<file path="src/design/axis_flags_pkg.sv">
package axis_flags_pkg;
  // Register byte addresses, one aligned word each, axis X then axis Y
  localparam logic [5:0] ADDR_X_CMD = 6'h00;
  localparam logic [5:0] ADDR_X_MCODE_CFG = 6'h04;
  localparam logic [5:0] ADDR_X_ORIGIN_CFG = 6'h08;
  localparam logic [5:0] ADDR_X_OUT_CFG = 6'h0c;
  localparam logic [5:0] ADDR_X_STEP = 6'h10;
  localparam logic [5:0] ADDR_X_STATUS = 6'h14;
  localparam logic [5:0] ADDR_Y_BASE = 6'h20;
  localparam logic [5:0] ADDR_SCAN_CTRL = 6'h18;
  localparam logic [5:0] ADDR_AXIS_MASK = 6'h1c;
  // Command word fields
  localparam int CMD_START_BIT = 0;
  localparam int CMD_FWD_JOG_BIT = 1;
  localparam int CMD_REV_JOG_BIT = 2;
  localparam int CMD_SPEED_BIT = 3;
  // M-code and limit configuration fields
  localparam int MCODE_LSB = 1;
  localparam int SW_LIMIT_BIT = 4;
  // Origin configuration fields
  localparam int ORIGIN_DIR_BIT = 2;
  // Output configuration fields
  localparam int OUT_DISABLE_BIT = 0;
  localparam int OUT_LEVEL_BIT = 1;
  localparam int OUT_LIMIT_USE_BIT = 2;
  localparam int OUT_FORMAT_BIT = 3;
  // Status word fields
  localparam int ST_BUSY_BIT = 0;
  localparam int ST_JOG_BIT = 1;
  localparam int ST_DIR_BIT = 2;
  localparam int ST_LIMIT_BIT = 3;
  // Reset values
  localparam logic [15:0] CFG_RESET = 16'h0000;
  localparam logic [15:0] STEP_RESET = 16'h0001;
  // M-code output modes
  typedef enum logic [1:0] {
    MCODE_NONE = 2'h0,
    MCODE_WITH = 2'h1,
    MCODE_AFTER = 2'h2
  } mcode_mode_e;
  // Per-axis motion states
  typedef enum logic [3:0] {
    ST_IDLE = 4'h1,
    ST_RUN = 4'h2,
    ST_JOG = 4'h4,
    ST_ORIGIN = 4'h8
  } axis_state_e;
  // Scan period default in clock cycles
  localparam int SCAN_CYCLES_DEFAULT = 1000;
endpackage

</file>
<file path="src/design/axis_channel.sv">
`timescale 1ns/100ps
// One axis: applies scanned flags and drives the motor-facing outputs
module axis_channel
  import axis_flags_pkg::*;
(
  input wire logic i_clk,
  input wire logic i_reset_n,
  input wire logic i_scan_tick, // One-cycle pulse: scan boundary
  input wire logic [15:0] i_cmd, // Command word as applied this scan
  input wire logic [15:0] i_mcode_cfg,
  input wire logic [15:0] i_origin_cfg,
  input wire logic [15:0] i_out_cfg,
  input wire logic i_origin_req, // Start an origin search
  input wire logic i_step_done, // Motion of the current step finished
  input wire logic i_upper_limit, // Synchronised limit inputs
  input wire logic i_lower_limit,
  input wire logic i_sw_limit_hit, // Software limit exceeded
  input wire logic i_const_speed, // Axis is at constant speed
  input wire logic i_pulse_tick, // Pulse-rate enable
  output logic o_pulse_a, // CW or PLS line
  output logic o_pulse_b, // CCW or DIR line
  output logic o_mcode, // M-code signal
  output logic o_high_speed, // Jog speed in use
  output logic [3:0] o_status // Busy, jog, direction, limit
);
  axis_state_e state_ff, nxt_state;
  logic start_prev_ff, nxt_start_prev; // Start bit of previous scan
  logic dir_ff, nxt_dir; // 1 is backward
  logic phase_ff, nxt_phase; // Pulse toggle
  logic mcode_ff, nxt_mcode;
  logic limit_ff, nxt_limit;
  logic fwd, rev, enabled, limit_stop, sw_stop, start_edge;
  mcode_mode_e mmode;

  // Decode the applied flags
  always_comb
  begin
    fwd = i_cmd[CMD_FWD_JOG_BIT];
    rev = i_cmd[CMD_REV_JOG_BIT];
    enabled = !i_out_cfg[OUT_DISABLE_BIT];
    mmode = mcode_mode_e'(i_mcode_cfg[MCODE_LSB +: 2]);
    limit_stop = i_out_cfg[OUT_LIMIT_USE_BIT] && (i_upper_limit || i_lower_limit);
    sw_stop = i_mcode_cfg[SW_LIMIT_BIT] && i_const_speed && i_sw_limit_hit;
    start_edge = i_scan_tick && i_cmd[CMD_START_BIT] && !start_prev_ff;
  end

  // Next state of the axis
  always_comb
  begin
    nxt_state = state_ff;
    nxt_dir = dir_ff;
    nxt_phase = phase_ff;
    nxt_mcode = mcode_ff;
    nxt_limit = limit_stop || sw_stop;
    nxt_start_prev = i_scan_tick ? i_cmd[CMD_START_BIT] : start_prev_ff;
    unique case (state_ff)
      ST_IDLE:
      begin
        if (!enabled || limit_stop)
          nxt_state = ST_IDLE;
        else if (start_edge)
        begin
          nxt_state = ST_RUN;
          nxt_dir = 1'b0;
          nxt_mcode = (mmode == MCODE_WITH);
        end
        else if (fwd ^ rev)
        begin
          nxt_state = ST_JOG;
          nxt_dir = rev;
        end
        else if (i_origin_req)
        begin
          nxt_state = ST_ORIGIN;
          nxt_dir = i_origin_cfg[ORIGIN_DIR_BIT];
        end
      end
      ST_RUN:
      begin
        if (!enabled || limit_stop || sw_stop)
          nxt_state = ST_IDLE;
        else if (i_step_done)
        begin
          nxt_state = ST_IDLE;
          nxt_mcode = (mmode == MCODE_AFTER);
        end
      end
      ST_JOG:
      begin
        // Level-driven: stop on release, on reversal or with both directions set;
        // a reversal restarts from idle so the direction is taken afresh
        if (!(fwd ^ rev) || rev != dir_ff || !enabled || limit_stop || sw_stop)
          nxt_state = ST_IDLE;
      end
      ST_ORIGIN:
      begin
        if (!enabled || limit_stop || i_step_done)
          nxt_state = ST_IDLE;
      end
      default:
        nxt_state = ST_IDLE;
    endcase
    if (start_edge && mmode == MCODE_NONE)
      nxt_mcode = 1'b0;
    if (nxt_state != ST_IDLE && i_pulse_tick)
      nxt_phase = !phase_ff;
    else if (nxt_state == ST_IDLE)
      nxt_phase = 1'b0;
  end

  // Register the axis state
  always_ff @(posedge i_clk)
  begin
    if (!i_reset_n)
    begin
      state_ff <= ST_IDLE;
      start_prev_ff <= 1'b0;
      dir_ff <= 1'b0;
      phase_ff <= 1'b0;
      mcode_ff <= 1'b0;
      limit_ff <= 1'b0;
    end
    else
    begin
      state_ff <= nxt_state;
      start_prev_ff <= nxt_start_prev;
      dir_ff <= nxt_dir;
      phase_ff <= nxt_phase;
      mcode_ff <= nxt_mcode;
      limit_ff <= nxt_limit;
    end
  end

  // Output formatting: format select and polarity
  always_comb
  begin
    logic a;
    logic b;
    a = 1'b0;
    b = 1'b0;
    if (i_out_cfg[OUT_FORMAT_BIT])
    begin
      a = phase_ff;
      b = dir_ff;
    end
    else
    begin
      a = phase_ff && !dir_ff;
      b = phase_ff && dir_ff;
    end
    // Active-low outputs idle high, except the direction line in pulse/direction format
    o_pulse_a = i_out_cfg[OUT_LEVEL_BIT] ? a : !a;
    o_pulse_b = i_out_cfg[OUT_LEVEL_BIT] ? b : !b;
    o_mcode = mcode_ff;
    o_high_speed = i_cmd[CMD_SPEED_BIT];
    o_status = {limit_ff, dir_ff, state_ff == ST_JOG, state_ff != ST_IDLE};
  end
endmodule

</file>
<file path="src/design/axis_flags_top.sv">
`timescale 1ns/100ps
// Summary of operation
// - Flag writes apply only from next scan.
// - Start runs on rising edge of start bit.
// - Run lasts until step done; step number unused.
// - Step number read-only; changed by instruction only.
// - Forward jog runs while its bit is set.
// - Reverse jog runs while its bit is set.
// - Speed bit picks jog low or high.
// - M-code mode: none, with step, after step.
// - Software limit check only when enabled.
// - Origin search direction from origin bit.
// - Level bit sets pulse polarity.
// - Limit inputs watched only when enabled.
// - Format bit picks CW/CCW or pulse/direction.
// - Jog follows command level, stops on release.
// - Both jog bits set stops, no error.
module axis_flags_top
  import axis_flags_pkg::*;
#(
  parameter int SCAN_CYCLES = SCAN_CYCLES_DEFAULT, // Cycles per scan
  parameter int PULSE_DIV = 25 // Cycles per pulse half period
)
(
  input wire logic i_clk,
  input wire logic i_reset_n,
  // Classic Wishbone slave
  input wire logic i_wb_cyc,
  input wire logic i_wb_stb,
  input wire logic i_wb_we,
  input wire logic [5:0] i_wb_adr,
  input wire logic [3:0] i_wb_sel,
  input wire logic [31:0] i_wb_dat,
  output logic [31:0] o_wb_dat,
  output logic o_wb_ack,
  // Step number change instruction, one axis at a time
  input wire logic i_step_change, // One-cycle pulse
  input wire logic i_step_axis, // 0 X, 1 Y
  input wire logic [15:0] i_step_value,
  // Motion feedback per axis, index 0 is X
  input wire logic [1:0] i_origin_req,
  input wire logic [1:0] i_step_done,
  input wire logic [1:0] i_sw_limit_hit,
  input wire logic [1:0] i_const_speed,
  input wire logic [1:0] i_upper_limit_pin, // Asynchronous pins
  input wire logic [1:0] i_lower_limit_pin,
  output logic [1:0] o_pulse_a,
  output logic [1:0] o_pulse_b,
  output logic [1:0] o_mcode,
  output logic [1:0] o_high_speed,
  output logic o_scan_tick // Scan boundary pulse
);
  import axis_flags_pkg::*;

  logic [15:0] wr_cmd_ff [2], nxt_wr_cmd [2]; // Words as written by software
  logic [15:0] wr_mc_ff [2], nxt_wr_mc [2];
  logic [15:0] wr_org_ff [2], nxt_wr_org [2];
  logic [15:0] wr_out_ff [2], nxt_wr_out [2];
  logic [15:0] ap_cmd_ff [2], nxt_ap_cmd [2]; // Words applied this scan
  logic [15:0] ap_mc_ff [2], nxt_ap_mc [2];
  logic [15:0] ap_org_ff [2], nxt_ap_org [2];
  logic [15:0] ap_out_ff [2], nxt_ap_out [2];
  logic [15:0] step_ff [2], nxt_step [2]; // Current step numbers
  logic [31:0] scan_cnt_ff, nxt_scan_cnt;
  logic [15:0] pdiv_ff, nxt_pdiv;
  logic scan_hold_ff, nxt_scan_hold; // Software freezes scans
  logic ack_ff, nxt_ack;
  logic [31:0] rdat_ff, nxt_rdat;
  logic [1:0] up_s1_ff, up_s2_ff, lo_s1_ff, lo_s2_ff; // Limit synchronisers
  logic [3:0] status [2];
  logic scan_tick, pulse_tick;

  // Byte-lane merge for 16-bit registers
  function automatic logic [15:0] merge16(input logic [15:0] old, input logic [31:0] d,
                                          input logic [3:0] sel);
    merge16 = {sel[1] ? d[15:8] : old[15:8], sel[0] ? d[7:0] : old[7:0]};
  endfunction

  // Register index within an axis block
  function automatic logic [4:0] local_adr(input logic [5:0] a);
    local_adr = a[4:0];
  endfunction

  // Scan and pulse-rate dividers
  always_comb
  begin
    scan_tick = (scan_cnt_ff == 32'(SCAN_CYCLES - 1)) && !scan_hold_ff;
    pulse_tick = (pdiv_ff == 16'(PULSE_DIV - 1));
    nxt_scan_cnt = scan_hold_ff ? scan_cnt_ff : (scan_tick ? 32'h0 : scan_cnt_ff + 32'h1);
    nxt_pdiv = pulse_tick ? 16'h0 : pdiv_ff + 16'h1;
    o_scan_tick = scan_tick;
  end

  // Bus decode, writes and scan application
  always_comb
  begin
    logic axis;
    logic hit;
    logic req;
    axis = i_wb_adr[5];
    hit = 1'b0;
    req = i_wb_cyc && i_wb_stb && !ack_ff;
    nxt_ack = req;
    nxt_rdat = 32'h0;
    nxt_scan_hold = scan_hold_ff;
    for (int k = 0; k < 2; k++)
    begin
      nxt_wr_cmd[k] = wr_cmd_ff[k];
      nxt_wr_mc[k] = wr_mc_ff[k];
      nxt_wr_org[k] = wr_org_ff[k];
      nxt_wr_out[k] = wr_out_ff[k];
      nxt_step[k] = step_ff[k];
      // Snapshot taken at scan end, used during next scan
      nxt_ap_cmd[k] = scan_tick ? wr_cmd_ff[k] : ap_cmd_ff[k];
      nxt_ap_mc[k] = scan_tick ? wr_mc_ff[k] : ap_mc_ff[k];
      nxt_ap_org[k] = scan_tick ? wr_org_ff[k] : ap_org_ff[k];
      nxt_ap_out[k] = scan_tick ? wr_out_ff[k] : ap_out_ff[k];
    end
    // Step number moves only by the change instruction
    if (i_step_change)
      nxt_step[i_step_axis] = i_step_value;
    if (req)
    begin
      unique case (local_adr(i_wb_adr))
        ADDR_X_CMD[4:0]:
        begin
          hit = 1'b1;
          nxt_rdat = {16'h0, wr_cmd_ff[axis]};
          if (i_wb_we)
            nxt_wr_cmd[axis] = merge16(wr_cmd_ff[axis], i_wb_dat, i_wb_sel);
        end
        ADDR_X_MCODE_CFG[4:0]:
        begin
          hit = 1'b1;
          nxt_rdat = {16'h0, wr_mc_ff[axis]};
          if (i_wb_we)
            nxt_wr_mc[axis] = merge16(wr_mc_ff[axis], i_wb_dat, i_wb_sel);
        end
        ADDR_X_ORIGIN_CFG[4:0]:
        begin
          hit = 1'b1;
          nxt_rdat = {16'h0, wr_org_ff[axis]};
          if (i_wb_we)
            nxt_wr_org[axis] = merge16(wr_org_ff[axis], i_wb_dat, i_wb_sel);
        end
        ADDR_X_OUT_CFG[4:0]:
        begin
          hit = 1'b1;
          nxt_rdat = {16'h0, wr_out_ff[axis]};
          if (i_wb_we)
            nxt_wr_out[axis] = merge16(wr_out_ff[axis], i_wb_dat, i_wb_sel);
        end
        ADDR_X_STEP[4:0]:
        begin
          hit = 1'b1; // Read-only, writes ignored
          nxt_rdat = {16'h0, step_ff[axis]};
        end
        ADDR_X_STATUS[4:0]:
        begin
          hit = 1'b1;
          nxt_rdat = {28'h0, status[axis]};
        end
        ADDR_SCAN_CTRL[4:0]:
        begin
          hit = !axis;
          nxt_rdat = {31'h0, scan_hold_ff};
          if (i_wb_we && !axis && i_wb_sel[0])
            nxt_scan_hold = i_wb_dat[0];
        end
        default:
          hit = 1'b0;
      endcase
      if (!hit)
        nxt_rdat = 32'h0; // Unmapped reads return zero, writes dropped
    end
  end

  // Register all state
  always_ff @(posedge i_clk)
  begin
    if (!i_reset_n)
    begin
      for (int k = 0; k < 2; k++)
      begin
        wr_cmd_ff[k] <= CFG_RESET;
        wr_mc_ff[k] <= CFG_RESET;
        wr_org_ff[k] <= CFG_RESET;
        wr_out_ff[k] <= CFG_RESET;
        ap_cmd_ff[k] <= CFG_RESET;
        ap_mc_ff[k] <= CFG_RESET;
        ap_org_ff[k] <= CFG_RESET;
        ap_out_ff[k] <= CFG_RESET;
        step_ff[k] <= STEP_RESET;
      end
      scan_cnt_ff <= 32'h0;
      pdiv_ff <= 16'h0;
      scan_hold_ff <= 1'b0;
      ack_ff <= 1'b0;
      rdat_ff <= 32'h0;
      up_s1_ff <= 2'h0;
      up_s2_ff <= 2'h0;
      lo_s1_ff <= 2'h0;
      lo_s2_ff <= 2'h0;
    end
    else
    begin
      wr_cmd_ff <= nxt_wr_cmd;
      wr_mc_ff <= nxt_wr_mc;
      wr_org_ff <= nxt_wr_org;
      wr_out_ff <= nxt_wr_out;
      ap_cmd_ff <= nxt_ap_cmd;
      ap_mc_ff <= nxt_ap_mc;
      ap_org_ff <= nxt_ap_org;
      ap_out_ff <= nxt_ap_out;
      step_ff <= nxt_step;
      scan_cnt_ff <= nxt_scan_cnt;
      pdiv_ff <= nxt_pdiv;
      scan_hold_ff <= nxt_scan_hold;
      ack_ff <= nxt_ack;
      rdat_ff <= nxt_rdat;
      up_s1_ff <= i_upper_limit_pin;
      up_s2_ff <= up_s1_ff;
      lo_s1_ff <= i_lower_limit_pin;
      lo_s2_ff <= lo_s1_ff;
    end
  end

  // Bus answer
  always_comb
  begin
    o_wb_ack = ack_ff;
    o_wb_dat = rdat_ff;
  end

  // One independent channel per axis
  for (genvar g = 0; g < 2; g++)
  begin : g_axis
    axis_channel u_axis (
      .i_clk(i_clk),
      .i_reset_n(i_reset_n),
      .i_scan_tick(scan_tick),
      .i_cmd(ap_cmd_ff[g]),
      .i_mcode_cfg(ap_mc_ff[g]),
      .i_origin_cfg(ap_org_ff[g]),
      .i_out_cfg(ap_out_ff[g]),
      .i_origin_req(i_origin_req[g]),
      .i_step_done(i_step_done[g]),
      .i_upper_limit(up_s2_ff[g]),
      .i_lower_limit(lo_s2_ff[g]),
      .i_sw_limit_hit(i_sw_limit_hit[g]),
      .i_const_speed(i_const_speed[g]),
      .i_pulse_tick(pulse_tick),
      .o_pulse_a(o_pulse_a[g]),
      .o_pulse_b(o_pulse_b[g]),
      .o_mcode(o_mcode[g]),
      .o_high_speed(o_high_speed[g]),
      .o_status(status[g])
    );
  end
endmodule

</file>
<file path="config.mk">
export PLATFORM = sky130hd
export DESIGN_NAME = axis_flags_top
export DESIGN_NICKNAME = d
export VERILOG_FILES = /design/src/design/axis_flags_pkg.sv /design/src/design/axis_channel.sv /design/src/design/axis_flags_top.sv
export SDC_FILE = /design/constraint.sdc
export NUM_CORES = 1
export LEC_CHECK = 0
export BUFFER_PORTS_ARGS = -buffer_cell sky130_fd_sc_hd__buf_2
export CAP_MARGIN = 20
export CORE_UTILIZATION = 45
export DETAILED_ROUTE_END_ITERATION = 8
export HOLD_SLACK_MARGIN = 0.03
export PLACE_DENSITY_LB_ADDON = 0.3
export SYNTH_ARGS = -nofsm -noshare
export SYNTH_HDL_FRONTEND = slang
export SYNTH_HIERARCHICAL = 1
export SYNTH_SLANG_ARGS = --single-unit
</file>
<file path="constraint.sdc">
create_clock -name i_clk -period 2.95 [get_ports i_clk]
set_clock_uncertainty 0.2 [all_clocks]
set_input_delay 0.295 -clock i_clk [delete_from_list [all_inputs] [get_ports i_clk]]
set_output_delay 0.295 -clock i_clk [all_outputs]
set_load 0.01 [all_outputs]
</file>
==> impl_metrics.ini, run 1 <==
[cts]
cts_inserted_buffers = 30
clk_latency_ps = 560
ctsRootBufferMaster = clkbuf_16
clk_pin_slew_ps = 60
htreeDepth = 1
clk_path_buf_depth = 3
clkSinkCount = 276
cts_tree = built

[setup_path]
reg2reg_slack_ps = 160
reg2regPathDepth = 7
path_class = flip-flop to output port
cp_slowest_cell = or4_4
crit_chain = or4_4, or3_4, nor4_4, buf_4, buf_2
crit_start = scan_cnt_ff[22]
cp-end-kind = output port
timing.rr.start = scan_cnt_ff[22]
crit_fanout = 5
worstPathArrival_ps = 2350
start_kind = flip-flop
timing.rr.end = g_axis[1].u_axis/state_ff[1]
max_stage_delay_ps = 530
required_ps = 2460

[hold_path]
hp-class = input port to flip-flop
hold_end = step_ff[18]
min-delay-start = i_step_axis
whs_path_depth = 5

[sta]
slew_headroom_pct = 41.8
post-route-period-util_pct = 96.3
min_period_ps = 2840
max_freq_mhz = 352
tns_ps = 0
slew_viol_final = 0
rsz0062_at_grt = no
worstMarginPinSlew_ps = 865
setup_viol_count_final = 0
final-hold-violation-count = 0
fin_ws_ps = 109

[power_and_ir_drop]
peakVddDrop_uv = 407
p_leak_nw = 5.82
power_density_nw_per_um2 = 532
total_power_mw = 8.18

[placement]
dp_slack_ps = 176
hpwl_mm = 22.1
dpl.cell_count = 1976
port_buffers = 84
place.gp.congestion = 0.844

[floorplanning]
rows = 62
start_util_pct = 46.1
die_y_um = 174
die_x_um = 174
io_pins = 119
dieArea_um2 = 30300
coreArea_um2 = 28900

[cells_and_area]
instances_no_fill = 2072
area_growth_pct = 15.3
drive_gt1_share_pct = 16.0
fillCellCount = 2663
fin_nets = 1744

[run_status]
status = finished, final reports clean

[logic_synthesis]
yosys_warnings = 6
synth_cells = 1596
mappedNetlistArea_um2 = 13300
avgSynthCellArea_um2 = 8.36

[routing]
top_layer = met5
vias = 11000
drtPass1Iterations = 5
drcViolationCount = 0
vias_per_cell = 5.31
wl_met1_mm = 15.3
drtAntennaViolNets = 0
drt_iter0_drc = 735
wl_per_cell_um = 15.8
drt-total-wl_mm = 32.8
route.met3.wl_mm = 1.60
wl_met2_mm = 15.0

[global_route]
grt_max_degree = 86
grtUsageTotal_pct = 21.3
grt_pass1_wl_mm = 53.2
grt_overflow = 0
grt_pass1_vias = 10300
antenna_found_initial = 3

[job]
drv_cap = 0
## sequential cells by signal, summed over array words and instances (netlist names), 6 cells and up
register	count
wr_org_ff	32
wr_out_ff	32
ap_mc_ff	6
wr_cmd_ff	32
pdiv_ff	16
ap_cmd_ff	8
ap_out_ff	8
step_ff	32
scan_cnt_ff	32
wr_mc_ff	32
g_axis.u_axis/state_ff	8
o_wb_dat	16
## power by group
group	switching [mW]	leakage [nW]	internal (mW)
sequential	0.0367	2.23	3.77
combinational	0.306	3.08	0.230
clock	1.52	0.512	2.32
total	1.86	5.82	6.32
## worst max path at each step
| stage | end | slack (ps) | cells past startpoint |
|---|---|---|---|
| after global placement | g_axis[0].u_axis/phase_ff | 220 | 7 |
| after CTS | g_axis[1].u_axis/state_ff[1] | 30 | 8 |
| after detailed placement | g_axis[0].u_axis/phase_ff | 180 | 7 |
| final | o_scan_tick | 110 | 5 |
| after floorplan | g_axis[0].u_axis/phase_ff | 40 | 8 |
| after global routing | o_scan_tick | 30 | 5 |
## layout make-up
type / count / area, um2 / area share, %
Multi-Input combinational cell: 1182 / 7180 / 46.7
Sequential cell: 276 / 5530 / 35.9
Timing Repair Buffer: 162 / 1130 / 7.34
Clock buffer: 41 / 873 / 5.68
Tap cell: 384 / 480 / 3.12
Clock inverter: 13 / 144 / 0.935
Inverter: 12 / 45.0 / 0.293
Antenna cell: 2 / 5.00 / 0.0325
## timing repair
item | in CTS | in global routing
pin swaps | 1 | 4
buffers inserted | 0 | 4
hold buffers | 37 | 0
gates resized for setup | 0 | 4
endpoints found under the hold margin | 70 | 0
endpoints found under the setup margin | 1 | 2
## worst max-delay path: cells and delay by family (launching register included)
family,cells,cell delay (ps)
AND/OR/NAND/NOR,3,1140
flip-flops,1,340
buffers and inverters,2,310
## cell usage in the layout (no fill, tap or decap), types with 10 or more instances in the layout
master,count
a22oi_1,13
nand2b_1,22
xnor2_1,20
buf_2,82
o21ai_0,127
nor4_1,10
and2_1,81
conb_1,16
nor2_1,134
a21bo_2,15
dfxtp_1,275
xor2_1,33
dlygate4sd3_1,37
clkbuf_16,31
mux2i_1,34
a21boi_0,40
inv_1,10
and3_1,10
o221a_2,11
nand4_1,23
nor2b_1,73
nand2_1,216
mux2_2,53
a21oi_1,81
nand3_1,44
a21boi_1,26
buf_4,41
## metrics by stage
stage / hold WS [ps] / cell area [um2] / utilization [%]
after floorplan: 212 / 13400 / -
after global placement: 221 / 14000 / 48.2
after detailed placement: 224 / 14000 / 48.2
after CTS: 46.6 / 15300 / 53.0
after global routing: 80.6 / 15400 / 53.2
final: 63.4 / 15400 / 53.2
## routing by layer
layer	track usage, %	vias to the layer above
met5	0	-
met4	6.25	2
met3	3.32	64
met2	35.1	267
met1	28.7	5109
li1	-	5567
No activity file was read; power rests on OpenSTA's default activity.
==> run 2, diff against run 1 <==
clock period = 2.5 ns   (was 2.95 ns; I/O delays follow)
==> impl_metrics.ini, run 2 (same netlist as run 1, synthesis figures left out) <==
[power_and_ir_drop]
total_power_mw = 9.68
power_density_nw_per_um2 = 612
p_leak_nw = 6.04
peakVddDrop_uv = 574

[routing]
drtPass1Iterations = 7
vias = 11200
wl_per_cell_um = 15.8
drt-total-wl_mm = 33.3
drcViolationCount = 0
drt_iter0_drc = 757
drtAntennaViolNets = 0
vias_per_cell = 5.31

[cts]
htreeDepth = 1
ctsRootBufferMaster = clkbuf_16
clk_latency_ps = 550
cts_tree = built
cts_inserted_buffers = 30
clkSinkCount = 276
clk_path_buf_depth = 3
clk_pin_slew_ps = 60

[placement]
port_buffers = 84
hpwl_mm = 22.6
dpl.cell_count = 2008
place_area_um2 = 14300
place.gp.congestion = 0.872
dp_slack_ps = -70.8

[global_route]
antenna_found_initial = 3
grt_max_degree = 106
grtUsageTotal_pct = 21.6
grt_overflow = 0
grt_pass1_wl_mm = 54.0
grt_pass1_vias = 10700

[floorplanning]
dieArea_um2 = 30300
die_x_um = 174
coreArea_um2 = 28900
die_y_um = 174
io_pins = 119
rows = 62
start_util_pct = 46.1

[sta]
final-hold-violation-count = 0
max_freq_mhz = 378
worstMarginPinSlew_ps = 829
slew_headroom_pct = 44.7
setup_viol_count_final = 9
post-route-period-util_pct = 106
slew_viol_final = 0
min_period_ps = 2640
rsz0062_at_grt = yes
tns_ps = -585
fin_ws_ps = -144

[hold_path]
hp-class = input port to flip-flop

[cells_and_area]
seq_area_um2 = 5530
area_growth_pct = 18.6
multi_input_area_um2 = 7240
finalInstanceArea_um2 = 15800
fillCellCount = 2629
mostFrequentLayoutCells = dfxtp_1 (275), nand2_1 (216), nor2_1 (134)
fin_nets = 1781
instances_no_fill = 2109
final_common_cell = dfxtp_1
drive_gt1_share_pct = 17.9

[setup_path]
path_class = flip-flop to output port
reg2reg_slack_ps = -100
crit_fanout = 2
worstPathArrival_ps = 2190
start_kind = flip-flop
required_ps = 2050
cp-end-kind = output port

[job]
drv_cap = 0

[run_status]
violations = setup timing
status = finished with violations
-- run 2: cell count changes in the layout (fill, tap and decap cells not counted), sizes merged --
cell	before	now
buf	125	157
dlygate4sd3	37	42
clkbuf	41	43
clkinv	9	8
clkinvlp	0	1
diode	2	1
inv	13	12
-- run 2: per-layer routing --
| metal | vias up | global-route usage [%] | share of wire [%] |
|---|---|---|---|
| met5 | - | 0 | 0.078 |
| met1 | 5254 | 28.1 | 46 |
| met3 | 65 | 3.83 | 5.5 |
| met4 | 4 | 6.83 | 2.8 |
| met2 | 254 | 36.3 | 46 |
| li1 | 5629 | - | - |
-- run 2: worst paths after layout --
kind | from | end | cells past startpoint
hold reg to reg | up_s1_ff[1] | up_s2_ff[1] | 1
setup reg to reg | scan_cnt_ff[22] | g_axis[0].u_axis/dir_ff | 9
hold / removal | i_wb_adr[3] | o_wb_dat[3] | 5
setup / recovery | scan_cnt_ff[22] | o_scan_tick | 5
-- run 2: power by group --
| part | total, mW | internal, mW | switching, mW | leakage [nW] |
|---|---|---|---|---|
| logic | 0.654 | 0.287 | 0.367 | 3.30 |
| clock network | 4.54 | 2.75 | 1.79 | 0.506 |
| registers | 4.49 | 4.45 | 0.0421 | 2.23 |
-- run 2: per-stage QoR --
step / hold WS (ps) / utilization (%)
floorplan: 167 / -
global placement: 234 / 49.3
detailed placement: 226 / 49.3
CTS: 33.3 / 54.6
global route: 95.5 / 54.7
finish: 57.7 / 54.7
-- run 2: critical path: stages, from the launching register on --
cell and delay, ps:
dfxtp_2 320, or4_4 520, or3_4 350, nor4_4 190, buf_4 180, buf_6 90
-- run 2: layout make-up --
| cell class | instances | share of cell area [%] |
|---|---|---|
| well taps | 384 | 3.04 |
| repair buffers | 199 | 9.50 |
| diodes | 1 | 0.0158 |
| clock buffers | 43 | 5.57 |
| inverters | 12 | 0.285 |
| clock inverters | 12 | 0.894 |
| multi-input cells | 1182 | 45.8 |
| flip-flops and latches | 276 | 34.9 |
-- run 2: repair_timing --
item / CTS / global route
hold endpoints to repair: 59 / 0
buffers inserted: 1 / 2
pin swaps: 10 / 10
endpoints found under the setup margin: 7 / 21
hold buffers: 42 / 0
gates resized for setup: 15 / 3
==> run 3, diff against run 2 <==
CTS_BUF_LIST = sky130_fd_sc_hd__clkbuf_16   (was default)
SYNTH_HIERARCHICAL = default   (was 1)
==> impl_metrics.ini, run 3 <==
[run_status]
status = finished, final reports clean

[logic_synthesis]
yosys-mux-area-fraction_pct = 9.05
ys_top_cells_by_area = dfxtp_1 (43%), nor2_1 (8.5%), a21oi_1 (7.8%), mux2_2 (4.6%), mux2i_1 (4.5%)
netlist-cell-type-count = 66
synth_flop_cell = dfxtp_1
avgSynthCellArea_um2 = 8.17
ys_seq_area_share_pct = 43.3
synth_common_cells = nor2_1 (288), dfxtp_1 (276), a21oi_1 (200), nand2_1 (141), clkbuf_1 (73)
synth_adder_area_share_pct = 0.294
yosys.area.top_type_share_pct = 43.3
synthSimpleGateAreaFrac_pct = 24.0
yosys_register_bits = 276
mappedNetlistArea_um2 = 12800
synth_edf_count = 0
yosys_warnings = 0
synth_cells = 1564
synth.most_common_cell = nor2_1
synth_xor_area_share_pct = 3.57
synth_top_family_by_area = simple AND/OR/NAND/NOR gates
synth-compound-area-share_pct = 14.6
async_reset_ff_share_pct = 0
yosys.area.top_type = dfxtp_1

[hold_path]
min-delay-start = i_wb_dat[12]
hold_end = wr_org_ff[28]
whs_path_depth = 4
hp-class = input port to flip-flop

[global_route]
grtUsageTotal_pct = 22.3
grt_overflow = 0
grt_pass1_vias = 10500
antenna_found_initial = 0
grt_max_degree = 194
grt_pass1_wl_mm = 52.5

[floorplanning]
coreArea_um2 = 27900
die_x_um = 170
start_util_pct = 45.8
die_y_um = 170
dieArea_um2 = 29100
rows = 61
io_pins = 119

[power_and_ir_drop]
power.internal_mw = 7.13
seq_power_share_pct = 48.0
peakVddDrop_uv = 650
sw_frac_of_total_pct = 23.8
power_frac_comb_pct = 6.7
p_sw_mw = 2.23
power_density_nw_per_um2 = 629
pwr-share-clk_pct = 45.3
p_leak_nw = 5.65

[sta]
min_period_ps = 2430
max_freq_mhz = 411
worstMarginPinSlew_ps = 899
final-hold-violation-count = 0
post-route-period-util_pct = 97.4
fin_ws_ps = 66.0
slew_viol_final = 0
tns_ps = 0
setup_viol_count_final = 0
slew_headroom_pct = 40.0

[cells_and_area]
diodes = 0
finalInstanceArea_um2 = 14900
fin_nets = 1735
drive_gt1_share_pct = 15.4
area_growth_pct = 16.5
mostFrequentLayoutCells = nor2_1 (288), dfxtp_1 (273), a21oi_1 (200)
final_common_cell = nor2_1

[setup_path]
crit_fanout = 6
cp-end-kind = output port
timing.rr.end = scan_hold_ff
timing.rr.start = o_wb_ack
reg2reg_slack_ps = 130
required_ps = 2050
worstPathArrival_ps = 1980
path_class = flip-flop to output port
start_kind = flip-flop
reg2regPathDepth = 6

[placement]
port_buffers = 84
place.gp.congestion = 0.840
hpwl_mm = 21.1
place_area_um2 = 13500
dp_slack_ps = 250

[routing]
vias = 11000
drcViolationCount = 0
drt_iter0_drc = 731
wl_per_cell_um = 15.8
drtAntennaViolNets = 0
drt-total-wl_mm = 32.5
vias_per_cell = 5.33
drtPass1Iterations = 5

[cts]
clk_path_buf_depth = 3
cts_tree = built
ctsRootBufferMaster = clkbuf_16
htreeDepth = 1
cts_inserted_buffers = 30
clk_pin_slew_ps = 60
clkSinkCount = 276
clk_latency_ps = 560

[job]
drv_cap = 0
[run 3: cell type report]
cell class,count,area (um2)
Timing Repair Buffer,167,1230
Tap cell,378,473
Sequential cell,276,5530
Inverter,14,57.6
Clock inverter,25,159
Clock buffer,31,776
Multi-Input combinational cell,1166,6660
Fill cell,2604,13000
[run 3: routing by layer]
layer / up-vias / routed length (um) / track usage, %
li1: 5517 / - / -
met1: 5104 / 14800 / 28.9
met2: 284 / 15200 / 38.3
met3: 62 / 1530 / 2.72
met4: 0 / 931 / 7.52
met5: - / 0 / 0
[run 3: power by group through the flow]
stage / combinational [mW] / sequential, mW / clock (mW)
4_1_cts: 0.629 / 4.49 / 4.32
3_3_place_gp: 0.576 / 4.59 / 0
2_1_floorplan: 0.409 / 4.58 / 0
6_report: 0.629 / 4.49 / 4.23
5_1_grt: 0.694 / 4.50 / 4.50
3_5_place_dp: 0.582 / 4.59 / 0
[run 3: logic make-up (layout without fill, tap and decap cells)]
kind of cell | after synthesis | count (layout)
fa+ha+maj | 3 | 3
mux | 109 | 109
xor+xnor | 52 | 52
simple gates | 651 | 651
buf+inv | 137 | 237
other cells | 1 | 16
compound gates | 335 | 335
flops | 276 | 276
[run 3: how the worst max path moves through the flow]
stage	startpoint	endpoint	slack (ps)	cells after the start
final	scan_cnt_ff[11]	o_scan_tick	70	5
after global routing	scan_cnt_ff[11]	o_scan_tick	-20	5
after CTS	scan_cnt_ff[15]	o_scan_tick	10	5
after detailed placement	g_axis[1].u_axis.state_ff[2]	g_axis[1].u_axis.state_ff[0]	250	5
after global placement	g_axis[1].u_axis.state_ff[2]	g_axis[1].u_axis.state_ff[0]	290	5
after floorplan	scan_cnt_ff[0]	scan_cnt_ff[28]	470	7
[run 3: what timing repair did]
| action | CTS | global route |
|---|---|---|
| hold buffers | 40 | 0 |
| endpoints found under the hold margin | 52 | 0 |
| endpoints found under the setup margin | 1 | 1 |
| pin swaps | 3 | 1 |
| buffers inserted | 5 | 0 |
| resized for setup | 9 | 2 |
[run 3: worst max-delay path: stages (launching register included)]
cell,delay [ps]
dfxtp_1,370
nor4_1,380
and4_4,290
and3_4,200
buf_12,100
buf_6,90
[run 3: stage by stage]
| stage | cells | hold WS [ps] | utilization, % | total power, mW |
|---|---|---|---|---|
| CTS | 2057 | 36.3 | 53.4 | 9.44 |
| global placement | 1956 | 219 | 48.4 | 5.16 |
| global route | 2057 | 52.4 | 53.4 | 9.69 |
| floorplan | 1579 | 177 | - | 4.99 |
| finish | 2057 | 53.5 | 53.4 | 9.35 |
| detailed placement | 1956 | 223 | 48.4 | 5.17 |
